==> src/core/adc_window_map.vh <==
// Register addresses, field positions, reset values and timing constants
`ifndef ADC_WINDOW_MAP_VH
`define ADC_WINDOW_MAP_VH
// ****************************************************************
// Special-function register addresses
// ****************************************************************
`define CONV_CTRL_ADDR 8'he8
`define CONV_CFG_ADDR 8'hbc
`define UPPER_HI_ADDR 8'hc5
`define UPPER_LO_ADDR 8'hc4
`define LOWER_HI_ADDR 8'hc7
`define LOWER_LO_ADDR 8'hc6
`define RESULT_HI_ADDR 8'hbf
`define RESULT_LO_ADDR 8'hbe
// ****************************************************************
// Fields and reset values
// ****************************************************************
`define CTRL_START_BIT 4
`define CTRL_DONE_BIT 5
`define CTRL_BUSY_BIT 3
`define CTRL_HIT_BIT 2
`define CTRL_ENABLE_BIT 7
`define CFG_DIV_MSB 7
`define CFG_DIV_LSB 5
`define BYTE_RESET 8'h00
`define UPPER_RESET 8'hff
`define CFG_RESET 8'he0
// ****************************************************************
// Timing
// ****************************************************************
`define CONV_CLOCKS 16
`endif

==> src/core/adc_window_detector.v <==
// Converter sequencing, result capture and programmable window detector
//
// Operation
// - After each conversion, compare result with both limits and signal hits.
// - Hit is a sticky flag in control register, pollable or interrupt.
// - Two limit words, each split into writable high and low bytes.
// - Limit ordering selects inside-window or outside-window detection.
// - Lower limit high byte: 8-bit read/write at its address, resets zero.
// - Undivided clock setting: conversion takes at least sixteen clocks.
`timescale 1ns/1ns
`include "adc_window_map.vh"
module adc_window_detector #(
  parameter RES_WIDTH = 10,
  parameter CONV_CLOCKS = `CONV_CLOCKS
) (
  input wire sys_clk_i,
  input wire rst_i,
  input wire [7:0] sfr_addr_i,
  input wire [7:0] sfr_wdata_i,
  input wire sfr_wr_i,
  input wire sfr_rd_i,
  output reg [7:0] sfr_rdata_o,
  input wire [RES_WIDTH-1:0] conv_result_i,
  output wire window_hit_flag_o,
  output wire conv_done_o
);
  reg [7:0] converter_control_reg_r;
  reg [7:0] converter_config_reg_r;
  reg [7:0] converter_control_nxt;
  wire [7:0] upper_limit_high_byte;
  wire [7:0] upper_limit_low_byte;
  wire [7:0] lower_limit_high_byte;
  wire [7:0] lower_limit_low_byte;
  reg [15:0] result_r;
  reg [7:0] cycle_cnt_r;
  reg [7:0] div_cnt_r;
  reg busy_r;
  wire [15:0] upper_word;
  wire [15:0] lower_word;
  wire [15:0] sample;
  wire [2:0] div_sel;
  wire div_tick;
  wire conv_end;
  wire hit;
  wire wr_ctrl;
  wire start;

  // ****************************************************************
  // Window comparison
  // ****************************************************************
  assign upper_word = {upper_limit_high_byte, upper_limit_low_byte};
  assign lower_word = {lower_limit_high_byte, lower_limit_low_byte};
  assign sample = {{(16-RES_WIDTH){1'b0}}, conv_result_i};
  // Inside window when ordering inverted, else outside
  assign hit = (lower_word > upper_word) ?
    ((sample > upper_word) && (sample < lower_word)) :
    ((sample > upper_word) || (sample < lower_word));

  // ****************************************************************
  // Conversion timing
  // ****************************************************************
  assign div_sel = converter_config_reg_r[`CFG_DIV_MSB:`CFG_DIV_LSB];
  assign div_tick = (div_cnt_r == {5'h00, div_sel});
  assign conv_end = busy_r && div_tick &&
    (cycle_cnt_r == CONV_CLOCKS[7:0] - 8'h01);
  assign wr_ctrl = sfr_wr_i && (sfr_addr_i == `CONV_CTRL_ADDR);
  assign start = wr_ctrl && sfr_wdata_i[`CTRL_START_BIT] &&
    converter_control_reg_r[`CTRL_ENABLE_BIT] && !busy_r;
  assign window_hit_flag_o = converter_control_reg_r[`CTRL_HIT_BIT];
  assign conv_done_o = converter_control_reg_r[`CTRL_DONE_BIT];

  // Sequencer: divided clock ticks count out each conversion
  always @(posedge sys_clk_i) begin
    if (rst_i) begin
      busy_r <= 1'b0;
      cycle_cnt_r <= 8'h00;
      div_cnt_r <= 8'h00;
      result_r <= 16'h0000;
    end else begin
      if (start) begin
        busy_r <= 1'b1;
        cycle_cnt_r <= 8'h00;
        div_cnt_r <= 8'h00;
      end else if (busy_r) begin
        if (div_tick) begin
          div_cnt_r <= 8'h00;
          cycle_cnt_r <= cycle_cnt_r + 8'h01;
        end else begin
          div_cnt_r <= div_cnt_r + 8'h01;
        end
        if (conv_end) begin
          busy_r <= 1'b0;
          result_r <= sample;
        end
      end
    end
  end

  // ****************************************************************
  // Register file
  // ****************************************************************
  // Control next value; hardware set of done and hit beats a software
  // clear written in the same cycle, so no conversion event is lost
  always @* begin
    converter_control_nxt = converter_control_reg_r;
    if (wr_ctrl) begin
      converter_control_nxt = {sfr_wdata_i[7:6],
        sfr_wdata_i[`CTRL_DONE_BIT], 2'b00,
        sfr_wdata_i[`CTRL_HIT_BIT], sfr_wdata_i[1:0]};
    end
    if (conv_end) begin
      converter_control_nxt[`CTRL_DONE_BIT] = 1'b1;
      if (hit) begin
        converter_control_nxt[`CTRL_HIT_BIT] = 1'b1;
      end
    end
  end

  // Control and configuration registers
  always @(posedge sys_clk_i) begin
    if (rst_i) begin
      converter_control_reg_r <= `BYTE_RESET;
      converter_config_reg_r <= `CFG_RESET;
    end else begin
      converter_control_reg_r <= converter_control_nxt;
      if (sfr_wr_i && sfr_addr_i == `CONV_CFG_ADDR) begin
        converter_config_reg_r <= sfr_wdata_i;
      end
    end
  end

  // ****************************************************************
  // Limit bytes
  // ****************************************************************
  // Greater-than word, high byte; resets to all ones
  limit_byte_reg #(
    .ADDR(`UPPER_HI_ADDR),
    .RESET(`UPPER_RESET)
  ) upper_hi_u (
    .sys_clk_i(sys_clk_i),
    .rst_i(rst_i),
    .sfr_addr_i(sfr_addr_i),
    .sfr_wdata_i(sfr_wdata_i),
    .sfr_wr_i(sfr_wr_i),
    .byte_o(upper_limit_high_byte)
  );

  // Greater-than word, low byte; resets to all ones
  limit_byte_reg #(
    .ADDR(`UPPER_LO_ADDR),
    .RESET(`UPPER_RESET)
  ) upper_lo_u (
    .sys_clk_i(sys_clk_i),
    .rst_i(rst_i),
    .sfr_addr_i(sfr_addr_i),
    .sfr_wdata_i(sfr_wdata_i),
    .sfr_wr_i(sfr_wr_i),
    .byte_o(upper_limit_low_byte)
  );

  // Less-than word, high byte; resets to zero
  limit_byte_reg #(
    .ADDR(`LOWER_HI_ADDR),
    .RESET(`BYTE_RESET)
  ) lower_hi_u (
    .sys_clk_i(sys_clk_i),
    .rst_i(rst_i),
    .sfr_addr_i(sfr_addr_i),
    .sfr_wdata_i(sfr_wdata_i),
    .sfr_wr_i(sfr_wr_i),
    .byte_o(lower_limit_high_byte)
  );

  // Less-than word, low byte; resets to zero
  limit_byte_reg #(
    .ADDR(`LOWER_LO_ADDR),
    .RESET(`BYTE_RESET)
  ) lower_lo_u (
    .sys_clk_i(sys_clk_i),
    .rst_i(rst_i),
    .sfr_addr_i(sfr_addr_i),
    .sfr_wdata_i(sfr_wdata_i),
    .sfr_wr_i(sfr_wr_i),
    .byte_o(lower_limit_low_byte)
  );

  // Registered read data; unmapped addresses read zero
  always @(posedge sys_clk_i) begin
    if (rst_i) begin
      sfr_rdata_o <= `BYTE_RESET;
    end else if (sfr_rd_i) begin
      case (sfr_addr_i)
        `CONV_CTRL_ADDR: begin
          sfr_rdata_o <= converter_control_reg_r |
            ({7'h00, busy_r} << `CTRL_BUSY_BIT);
        end
        `CONV_CFG_ADDR: sfr_rdata_o <= converter_config_reg_r;
        `UPPER_HI_ADDR: sfr_rdata_o <= upper_limit_high_byte;
        `UPPER_LO_ADDR: sfr_rdata_o <= upper_limit_low_byte;
        `LOWER_HI_ADDR: sfr_rdata_o <= lower_limit_high_byte;
        `LOWER_LO_ADDR: sfr_rdata_o <= lower_limit_low_byte;
        `RESULT_HI_ADDR: sfr_rdata_o <= result_r[15:8];
        `RESULT_LO_ADDR: sfr_rdata_o <= result_r[7:0];
        default: sfr_rdata_o <= `BYTE_RESET;
      endcase
    end
  end
endmodule

// ****************************************************************
// Limit byte register
// ****************************************************************
// One writable limit byte; loads only when its own address is written
module limit_byte_reg #(
  parameter ADDR = `LOWER_HI_ADDR,
  parameter RESET = `BYTE_RESET
) (
  input wire sys_clk_i,
  input wire rst_i,
  input wire [7:0] sfr_addr_i,
  input wire [7:0] sfr_wdata_i,
  input wire sfr_wr_i,
  output wire [7:0] byte_o
);
  reg [7:0] byte_r;
  wire load;

  // Write strobe decoded for this byte only
  assign load = sfr_wr_i && (sfr_addr_i == ADDR[7:0]);
  assign byte_o = byte_r;

  // Storage with its own reset value
  always @(posedge sys_clk_i) begin
    if (rst_i) begin
      byte_r <= RESET[7:0];
    end else if (load) begin
      byte_r <= sfr_wdata_i;
    end
  end
endmodule

==> config.mk <==
export PLATFORM = sky130hd
export DESIGN_NAME = adc_window_detector
export DESIGN_NICKNAME = d
export VERILOG_FILES = /design/src/core/adc_window_detector.v
export VERILOG_INCLUDE_DIRS = /design/src /design/src/core
export SDC_FILE = /design/constraint.sdc
export NUM_CORES = 1
export LEC_CHECK = 0
export ABC_CLOCK_PERIOD_IN_PS = 2100
export BUFFER_PORTS_ARGS = -buffer_cell sky130_fd_sc_hd__buf_2
export CORE_MARGIN = 2
export CORE_UTILIZATION = 55
export CTS_BUF_LIST = sky130_fd_sc_hd__clkbuf_16
export DETAILED_ROUTE_END_ITERATION = 8
export GPL_ROUTABILITY_DRIVEN = 0
export PLACE_DENSITY = 0.75
export SLEW_MARGIN = 30
export SYNTH_ARGS = -nofsm -noshare
export SYNTH_HDL_FRONTEND = slang
export SYNTH_SLANG_ARGS = --single-unit
==> constraint.sdc <==
create_clock -name sys_clk_i -period 2.1 [get_ports sys_clk_i]
set_input_delay 0.105 -clock sys_clk_i [delete_from_list [all_inputs] [get_ports sys_clk_i]]
set_output_delay 0.105 -clock sys_clk_i [all_outputs]
set_load 0.01 [all_outputs]
==> run metrics, run 1 <==
status finished clean; Max Cap Viol 0; clock buffer depth 2; critical path arrival around 2200 ps; Seq cells post-synth 81; Placed Cells ~650; initial antenna violation count 0; CP endpoint kind register; largest net degree at the start of global routing 27; Slew Viols, Final 0; initial core utilization 57.29%; Slew headroom slightly below 50%; # IOs 40; die area roughly 0.0089 mm2; Area Growth Syn to Fin 13.45%; crit-path cells inv_1 -> ha_1 -> o21ai_0 -> o21ai_0 -> o2111ai_1 -> a41oi_2 -> a22oi_1 -> o21a_1; combinational power share ~6.2%; Sink Count 81; Placeable Area roughly 0.0078 mm2; IO buf count 39; dpl ws 87.42 ps; r2r worst-path depth 8; clock power share 46.7%; PostCTS Resize Cnt 0; final worst slack around 140 ps; synthesized net count 583; CP Depth 8; initial DRC count between 400 and 500; Avg WL per Cell 19.15 um; Num CTS Buffers 9; Final period util about 93%; Root Driver clkbuf_16; GRT overflow 0; routed vias 4115; die span in y roughly 94 um; Slowest cell on crit path dfxtp_1; ANT cells 0; Hold Path Depth 3; Overall Power approximately 3.3 mW; sequential share of power 47.0%; CTS tree done; CTS clock-pin slew for the worst setup and hold paths ~60 ps; Post-synth ARST share 0%; synth warn 0; Mapped Cells 516; peak supply drop ~0.43 mV; Netlist Area Pre-Place between 0.004 and 0.005 mm2; internal power ~2.5 mW; Top FF cell, synth dfxtp_1; setup TNS 0 ps; Non-Filler Instances approximately 660; fmax between 500 and 600 MHz; worst path bufs/invs 1; Overall Global Routing Usage just under 30%; drc violations 0; final core utilization around two thirds; Hold Buf Count CTS 0; H-tree levels 3; slowest stage delay, CP around 480 ps; row count 32; P per Cell Area between 600 and 700 mW/mm2; Final Hold Fails 0; CP Data Required Time 2320 ps; total setup buffers inserted after CTS 0; minimum clock period 1957 ps; clk_skew 5.942 ps; Leak approximately 2.3 nW; CP delay by family, top compound AO/OA/AOI/OAI gates; Most Frequent Cell on Critical Path o21ai_0; Cell variety after synth between 50 and 60; Max Fanout on Critical Path 4; vias per cell between 6 and 7; HPWL after DPL between 9000 and 10000 um; setup violators final 0; switch share roughly 23%; Layout Nets 622; syn avg cell area approximately 8.7 um2; vias in the first global route 3892; Startpoint Class register; Pre-Repair DR Iteration Count 5; layout cell share with drive strength beyond 1 between 10% and 20%; total wire length about 13000 um; Worst-Skew Late Latency between 300 and 400 ps; number of enable flip-flop cells after synthesis 0; Worst-Margin Slew ~760 ps; Seq/Total Area, Yosys 36.25%; Post-DRT Antenna Nets 0; first-pass GRT wire length around 20000 um; critical path type reg -> reg; sw power roughly 0.76 mW; RSZ-0062 raised after global routing no; Die X between 90 and 100 um; type of the worst min-delay path in -> reg
metal layers:
metal	wire length, um	up-vias	track usage [%]
met2	5981	203	48.63
met3	911	54	4.655
met5	0	-	0
met1	5240	1937	37.73
li1	-	1921	-
met4	526	0	14.01
synth_stat cells (4+ instances only):
cell      instances  share of area [%]
nand2_1          56                4.7
xnor2_1           7                1.4
inv_1            31                2.6
ha_1             37                 10
nor2b_1           6               0.84
nand4_1           9                1.3
o21ai_0          14                1.6
o21a_1            5               0.84
o211ai_1         12                2.0
xor2_1            8                1.6
a221oi_1          4               0.78
nand3_1          25                2.8
a21oi_1          33                3.7
a22oi_1          12                2.0
clkbuf_1         13                1.1
dfxtp_1          81                 36
mux2i_1          36                8.1
mux4_2            4                2.0
nor3_1            6               0.67
buf_2             5               0.56
nor2_1           59                5.0
cells in the final DEF, fill, tap and decap left out, drive strengths merged, types with 10 or more instances in the layout:
| master | instances |
|---|---|
| nor2 | 60 |
| nand4 | 10 |
| dfxtp | 81 |
| o21ai | 14 |
| o211ai | 12 |
| nand3 | 27 |
| nand2 | 56 |
| buf | 50 |
| ha | 37 |
| mux2i | 36 |
| a21oi | 34 |
| inv | 33 |
| a22oi | 12 |
power by group through the flow:
| stage | Sequential [mW] | Combinational [mW] | Clock [mW] |
|---|---|---|---|
| after floorplan | 1.57 | 0.104 | 0 |
| after global placement | 1.57 | 0.186 | 0 |
| after detailed placement | 1.57 | 0.193 | 0 |
| after CTS | 1.54 | 0.194 | 1.53 |
| after global routing | 1.54 | 0.217 | 1.60 |
| final | 1.54 | 0.203 | 1.53 |
per-stage QoR:
step                area (um2)  hold slack (ps)
floorplan                 4473            229.2
global placement          4776            383.8
detailed placement        4776            395.9
CTS                       5060            43.26
global route              5075            60.52
finish                    5075            56.72
area by class of cell:
| type | instances | area (um2) |
|---|---|---|
| inverters | 31 | 116.4 |
| flip-flops and latches | 81 | 1622 |
| clock buffers | 9 | 225.2 |
| clock inverters | 6 | 58.81 |
| fillers | 668 | 2733 |
| multi-input cells | 382 | 2648 |
| well taps | 102 | 127.6 |
| repair buffers | 50 | 277.8 |
worst register-to-register path: cells and delay by family (launching register included):
kind | cells | cell delay (ps)
flops | 1 | 480
compound gates | 6 | 1020
fa+ha+maj | 1 | 290
buf+inv | 1 | 80
kinds of logic (layout without fill, tap and decap cells):
| group | after synthesis | count (layout) | synth area share [%] |
|---|---|---|---|
| buffers and inverters | 53 | 96 | 5.007 |
| adder cells (fa/ha/maj) | 37 | 37 | 10.35 |
| multiplexers | 40 | 40 | 10.07 |
| AO/OA/AOI/OAI | 98 | 98 | 14.38 |
| flip-flops | 81 | 81 | 36.25 |
| AND/OR/NAND/NOR | 192 | 192 | 21.01 |
| XOR/XNOR | 15 | 15 | 2.937 |
path summary, 6_finish.rpt:
path                                startpoint                                 endpoint  slack (ps)
max          lower_lo_u.byte_o[1]$_SDFFE_PP0P_    converter_control_reg_r[2]$_SDFF_PP0_         140
min                             sfr_wdata_i[7]  converter_control_reg_r[7]$_SDFFE_PP0P_          60
max reg2reg  lower_lo_u.byte_o[1]$_SDFFE_PP0P_    converter_control_reg_r[2]$_SDFF_PP0_         140
min reg2reg        sfr_rdata_o[7]$_SDFFE_PP0P_              sfr_rdata_o[7]$_SDFFE_PP0P_         460
registers in the layout, indices dropped and copies added, names as in the netlist:
register                 flops
result_r                    10
converter_config_reg_r       8
cycle_cnt_r                  8
div_cnt_r                    8
lower_hi_u.byte_o            8
lower_lo_u.byte_o            8
sfr_rdata_o                  8
upper_hi_u.byte_o            8
upper_lo_u.byte_o            8
converter_control_reg_r      6
busy_r                       1
Note: power is estimated with default switching activity, not from simulation.
==> inputs of run 2 (changes only) <==
--- a/config.mk
+++ b/config.mk
@@ -8,12 +8,14 @@
 export LEC_CHECK = 0
 export ABC_CLOCK_PERIOD_IN_PS = 2100
 export BUFFER_PORTS_ARGS = -buffer_cell sky130_fd_sc_hd__buf_2
+export CELL_PAD_IN_SITES_DETAIL_PLACEMENT = 0
+export CELL_PAD_IN_SITES_GLOBAL_PLACEMENT = 1
 export CORE_MARGIN = 2
-export CORE_UTILIZATION = 55
+export CORE_UTILIZATION = 45
 export CTS_BUF_LIST = sky130_fd_sc_hd__clkbuf_16
 export DETAILED_ROUTE_END_ITERATION = 8
 export GPL_ROUTABILITY_DRIVEN = 0
-export PLACE_DENSITY = 0.75
+export PLACE_DENSITY = 0.79
 export SLEW_MARGIN = 30
 export SYNTH_ARGS = -nofsm -noshare
 export SYNTH_HDL_FRONTEND = slang
==> run metrics, run 2 (synthesis results as in run 1) <==
CP delay by family, top compound AO/OA/AOI/OAI gates (unchanged); crit-path cells inv_1 -> ha_1 -> a211oi_1 -> o21ai_0 -> o311ai_0 -> a22oi_1 -> o21a_1 (was inv_1 -> ha_1 -> o21ai_0 -> o21ai_0 -> o2111ai_1 -> a41oi_2 -> a22oi_1 -> o21a_1); die span in y 103.7 um (was 94.18 um); Slew Viols, Final 0 (unchanged); Sink Count 81 (unchanged); Hold Buf Count CTS 0 (unchanged); CP Data Required Time 2330 ps (was 2320 ps); Placeable Area 0.009729 mm2 (was 0.007807 mm2); CP endpoint kind register (unchanged); Largest register FFs 10 (unchanged); peak supply drop 0.4327 mV (was 0.4335 mV); Num CTS Buffers 9 (unchanged); r2r setup slk 100 ps (was 140 ps); Leak 2.296 nW (was 2.266 nW); total setup buffers inserted after CTS 0 (unchanged); Post-DP Area 0.004867 mm2 (was 0.004776 mm2); Root Driver clkbuf_16 (unchanged); Die X 103.7 um (was 94.18 um); switch share 23.17% (was 23.16%); Final period util 95.27% (was 93.21%); status finished clean (unchanged); minimum clock period 2001 ps (was 1957 ps); critical path type reg -> reg (unchanged); Overall Global Routing Usage 24.06% (was 29.53%); hold path startpoint sfr_wdata_i[7] (unchanged); CP startpoint upper_hi_u.byte_o[1]$_SDFFE_PP1P_ (was lower_lo_u.byte_o[1]$_SDFFE_PP0P_); total wire length 12750 um (was 12660 um); first-pass GRT wire length 20200 um (was 19930 um); H-tree levels 3 (unchanged); worst path bufs/invs 1 (unchanged); largest net degree at the start of global routing 27 (unchanged); most frequent cells in the layout dfxtp_1, nor2_1, nand2_1 (unchanged); initial DRC count 207 (was 420); Avg WL per Cell 18.27 um (was 19.15 um); clock power share 46.6% (was 46.7%); internal power 2.505 mW (was 2.514 mW); setup TNS 0 ps (unchanged); sw power 0.7554 mW (was 0.7576 mW); Max Cap Viol 0 (unchanged); clock buffer depth 2 (unchanged); Slew headroom 53.47% (was 49.53%); Startpoint Class register (unchanged); slowest stage delay, CP 450 ps (was 480 ps); RR Startpoint upper_hi_u.byte_o[1]$_SDFFE_PP1P_ (was lower_lo_u.byte_o[1]$_SDFFE_PP0P_); layout cell share with drive strength beyond 1 15.40% (was 14.85%); vias per cell 5.645 (was 6.225); RSZ-0062 raised after global routing no (unchanged); CTS clock-pin slew for the worst setup and hold paths 60 ps (about the same); commonest non-fill, non-tap cell in the layout dfxtp_1 (unchanged); type of the worst min-delay path in -> reg (unchanged); Worst-Skew Late Latency 340 ps (was 330 ps); # IOs 40 (unchanged); number of fill cells 938 (was 668); Area Growth Syn to Fin 14.96% (was 13.45%); setup violators final 0 (unchanged); Slowest cell on crit path o311ai_0 (was dfxtp_1); sequential share of power 47.2% (was 47.0%); IO buf count 39 (unchanged); critical path arrival 2230 ps (was 2180 ps); P per Cell Area 634.1 mW/mm2 (was 644.6 mW/mm2); clk_skew 6.432 ps (was 5.942 ps); HPWL after DPL 9828 um (was 9583 um); die area 0.01075 mm2 (was 0.008870 mm2); vias in the first global route 3789 (was 3892); ANT cells 0 (unchanged); Final Hold Fails 0 (unchanged); final core utilization 52.85% (was 65.00%); Top reg by flops result_r (unchanged); initial core utilization 45.97% (was 57.29%); row count 36 (was 32); combinational power share 6.2% (about the same); hold slack 28.45 ps (was 56.72 ps); fmax 499.8 MHz (was 510.9 MHz); drc violations 0 (unchanged); Pre-Repair DR Iteration Count 4 (was 5); PostCTS Resize Cnt 0 (unchanged); initial antenna violation count 0 (unchanged); GRT overflow 0 (unchanged); CTS tree done (unchanged); dpl ws 122.9 ps (was 87.42 ps); final worst slack 99.39 ps (was 142.5 ps); Worst-Margin Slew 697.2 ps (was 756.2 ps); Post-DRT Antenna Nets 0 (unchanged); design area 0.005142 mm2 (was 0.005075 mm2); Layout Nets 629 (was 622); Max Fanout on Critical Path 3 (was 4); routed vias 3940 (was 4115)
## run 2: cell types whose count changed in the layout (fill, tap and decap cells not counted), sizes merged
| cell | delta |
|---|---|
| buf | +7 |
| inv | -1 |
## run 2: worst reg2reg max path: stages (launching register included)
cell and delay, ps:
dfxtp_1 350, inv_1 80, ha_1 310, a211oi_1 200
o21ai_0 150, o311ai_0 450, a22oi_1 130, o21a_1 210
## run 2: metrics by stage
step / power (mW) / instances
finish: 3.261 / 698
global route: 3.362 / 698
CTS: 3.266 / 698
detailed placement: 1.774 / 684
global placement: 1.770 / 684
floorplan: 1.677 / 516
## run 2: power by group through the flow
stage          Combinational [mW]  Sequential (mW)  Clock, mW
4_1_cts                     0.201             1.54       1.53
2_1_floorplan               0.104             1.57          0
6_report                    0.203             1.54       1.52
5_1_grt                     0.219             1.54       1.60
3_3_place_gp                0.197             1.57          0
3_5_place_dp                0.200             1.57          0
## run 2: final cells by class
class | instances | area, um2 | share of cell area, %
clock buffer | 9 | 225.2 | 4.380
inverter | 31 | 116.4 | 2.263
sequential | 81 | 1622 | 31.53
multi-input combinational | 382 | 2633 | 51.19
clock inverter | 5 | 50.05 | 0.9732
timing repair buffer | 57 | 330.3 | 6.423
tap | 133 | 166.4 | 3.236
## run 2: per-layer routing
| layer | wire length, um | GRT usage (%) |
|---|---|---|
| met5 | 0 | 0 |
| met4 | 215 | 6.853 |
| met3 | 630 | 4.657 |
| met2 | 6208 | 41.58 |
| met1 | 5698 | 30.59 |
## run 2: final timing paths
kind,to,depth (start not counted)
max,converter_control_reg_r[2]$_SDFF_PP0_,7
min reg2reg,sfr_rdata_o[7]$_SDFFE_PP0P_,2
min,converter_control_reg_r[7]$_SDFFE_PP0P_,3
max reg2reg,converter_control_reg_r[2]$_SDFF_PP0_,7
==> inputs of run 3 (changes only) <==
--- a/config.mk
+++ b/config.mk
@@ -6,8 +6,9 @@
 export SDC_FILE = /design/constraint.sdc
 export NUM_CORES = 1
 export LEC_CHECK = 0
-export ABC_CLOCK_PERIOD_IN_PS = 2100
+export ABC_CLOCK_PERIOD_IN_PS = 2000
 export BUFFER_PORTS_ARGS = -buffer_cell sky130_fd_sc_hd__buf_2
+export CAP_MARGIN = 20
 export CELL_PAD_IN_SITES_DETAIL_PLACEMENT = 0
 export CELL_PAD_IN_SITES_GLOBAL_PLACEMENT = 1
 export CORE_MARGIN = 2
==> constraint.sdc (replaced) <==
create_clock -name sys_clk_i -period 2 [get_ports sys_clk_i]
set_input_delay 0.1 -clock sys_clk_i [delete_from_list [all_inputs] [get_ports sys_clk_i]]
set_output_delay 0.1 -clock sys_clk_i [all_outputs]
set_load 0.01 [all_outputs]
==> run metrics, run 3 (synthesis results as in run 1) <==
Final Hold Fails 0 (unchanged); CTS tree done (unchanged); CP Data Required Time 2230 ps (was 2330 ps); row count 36 (unchanged); peak supply drop 0.4918 mV (was 0.4327 mV); r2r setup slk 120 ps (was 100 ps); Max Cap Viol 0 (unchanged); Root Driver clkbuf_16 (unchanged); hold path startpoint sfr_wdata_i[7] (unchanged); Hold Buf Count CTS 0 (unchanged); Hold EP converter_control_reg_r[7]$_SDFFE_PP0P_ (unchanged); routed vias 3977 (was 3940); hold slack 41.00 ps (was 28.45 ps); Leak 2.345 nW (was 2.296 nW); critical path type reg -> reg (unchanged); critical path arrival 2110 ps (was 2230 ps); FF/Latch Area 0.001625 mm2 (was 0.001622 mm2); die area 0.01075 mm2 (unchanged); # IOs 40 (unchanged); Layout Nets 636 (was 629); Worst-Skew Late Latency 340 ps (about the same); Pre-Repair DR Iteration Count 5 (was 4); P per Cell Area 678.0 mW/mm2 (was 634.1 mW/mm2); Top reg by flops result_r (unchanged); most frequent cells in the layout dfxtp_1, nor2_1, nand2_1 (unchanged); Largest register FFs 10 (unchanged); Post-DRT Antenna Nets 0 (unchanged); reg2reg end converter_control_reg_r[2]$_SDFF_PP0_ (unchanged); HPWL after DPL 9676 um (was 9828 um); vias per cell 5.625 (was 5.645); H-tree levels 3 (unchanged); initial core utilization 45.97% (unchanged); minimum clock period 1876 ps (was 2001 ps); setup TNS 0 ps (unchanged); Avg WL per Cell 17.79 um (was 18.27 um); Slew Viols, Final 0 (unchanged); Num CTS Buffers 9 (unchanged); Die X 103.7 um (unchanged); Multi-input gate area 0.002659 mm2 (was 0.002633 mm2); die span in y 103.7 um (unchanged); drc violations 0 (unchanged); ANT cells 0 (unchanged); status finished clean (unchanged); CP endpoint kind register (unchanged); total wire length 12580 um (was 12750 um); first-pass GRT wire length 20190 um (was 20200 um); Sink Count 81 (unchanged); Overall Global Routing Usage 24.09% (was 24.06%); Startpoint Class register (unchanged); clk_skew 5.204 ps (was 6.432 ps); initial DRC count 252 (was 207); CTS clock-pin slew for the worst setup and hold paths 60 ps (about the same); Placeable Area 0.009729 mm2 (unchanged); Slew headroom 54.90% (was 53.47%); commonest non-fill, non-tap cell in the layout dfxtp_1 (unchanged); Worst-Margin Slew 675.8 ps (was 697.2 ps); layout cell share with drive strength beyond 1 17.94% (was 15.40%); initial antenna violation count 0 (unchanged); total setup buffers inserted after CTS 0 (unchanged); r2r worst-path depth 8 (was 7); largest net degree at the start of global routing 28 (was 27); clock buffer depth 2 (unchanged); GRT overflow 0 (unchanged); RR Startpoint upper_lo_u.byte_o[1]$_SDFFE_PP1P_ (was upper_hi_u.byte_o[1]$_SDFFE_PP1P_); PostCTS Resize Cnt 0 (unchanged); fmax 533.1 MHz (was 499.8 MHz); vias in the first global route 3893 (was 3789); setup violators final 0 (unchanged); number of fill cells 943 (was 938); IO buf count 39 (unchanged); Area Growth Syn to Fin 17.65% (was 14.96%); type of the worst min-delay path in -> reg (unchanged); Final period util 93.79% (was 95.27%); Hold Path Depth 3 (unchanged); Max Fanout on Critical Path 3 (unchanged)
[run 3: power by group]
group / switching (mW) / internal (mW)
Combinational: 0.136 / 0.0767
Clock: 0.657 / 1.08
Sequential: 0.00142 / 1.61
[run 3: worst max-delay path by stage]
stage | endpoint | start | slack (ps) | depth (start not counted)
final | converter_control_reg_r[2]$_SDFF_PP0_ | upper_lo_u.byte_o[1]$_SDFFE_PP1P_ | 120 | 8
after global routing | converter_control_reg_r[2]$_SDFF_PP0_ | upper_hi_u.byte_o[1]$_SDFFE_PP1P_ | -8 | 8
after CTS | converter_control_reg_r[2]$_SDFF_PP0_ | upper_hi_u.byte_o[1]$_SDFFE_PP1P_ | 40 | 7
after detailed placement | converter_control_reg_r[2]$_SDFF_PP0_ | upper_hi_u.byte_o[1]$_SDFFE_PP1P_ | 50 | 7
after global placement | converter_control_reg_r[2]$_SDFF_PP0_ | upper_lo_u.byte_o[1]$_SDFFE_PP1P_ | 130 | 8
after floorplan | converter_control_reg_r[2]$_SDFF_PP0_ | upper_lo_u.byte_o[1]$_SDFFE_PP1P_ | 210 | 8
[run 3: metal layers]
metal  vias to the layer above  global-route usage (%)  wire, um
met1                      1891                   31.27      5656
met4                         0                   8.205       318
li1                       1954                       -         -
met5                         -                       0         0
met2                       109                   40.73      6025
met3                        23                   3.965       581
[run 3: worst max-delay path, cell delays in order (launching register included)]
cell	delay, ps
dfxtp_1	330
inv_1	70
ha_1	280
nor2b_1	130
o21a_1	160
o21a_1	180
o311ai_2	280
o21ai_0	130
o21a_1	200
[run 3: area by class of cell]
type,instances,area share (%)
multi-input cells,382,50.52
well taps,133,3.162
inverters,31,2.211
clock buffers,9,4.280
repair buffers,64,7.275
clock inverters,7,1.664
flip-flops and latches,81,30.88
[run 3: stage by stage]
step                setup WS [ps]  util, %  std cells  total power, mW  area [um2]
floorplan                   211.3        -        516            1.761        4473
global placement            132.6    50.57        691            1.860        4920
detailed placement          51.60    50.57        691            1.863        4920
CTS                         41.89    53.78        707            3.587        5233
global route               -7.870    54.09        707            3.689        5263
finish                      124.1    54.09        707            3.568        5263
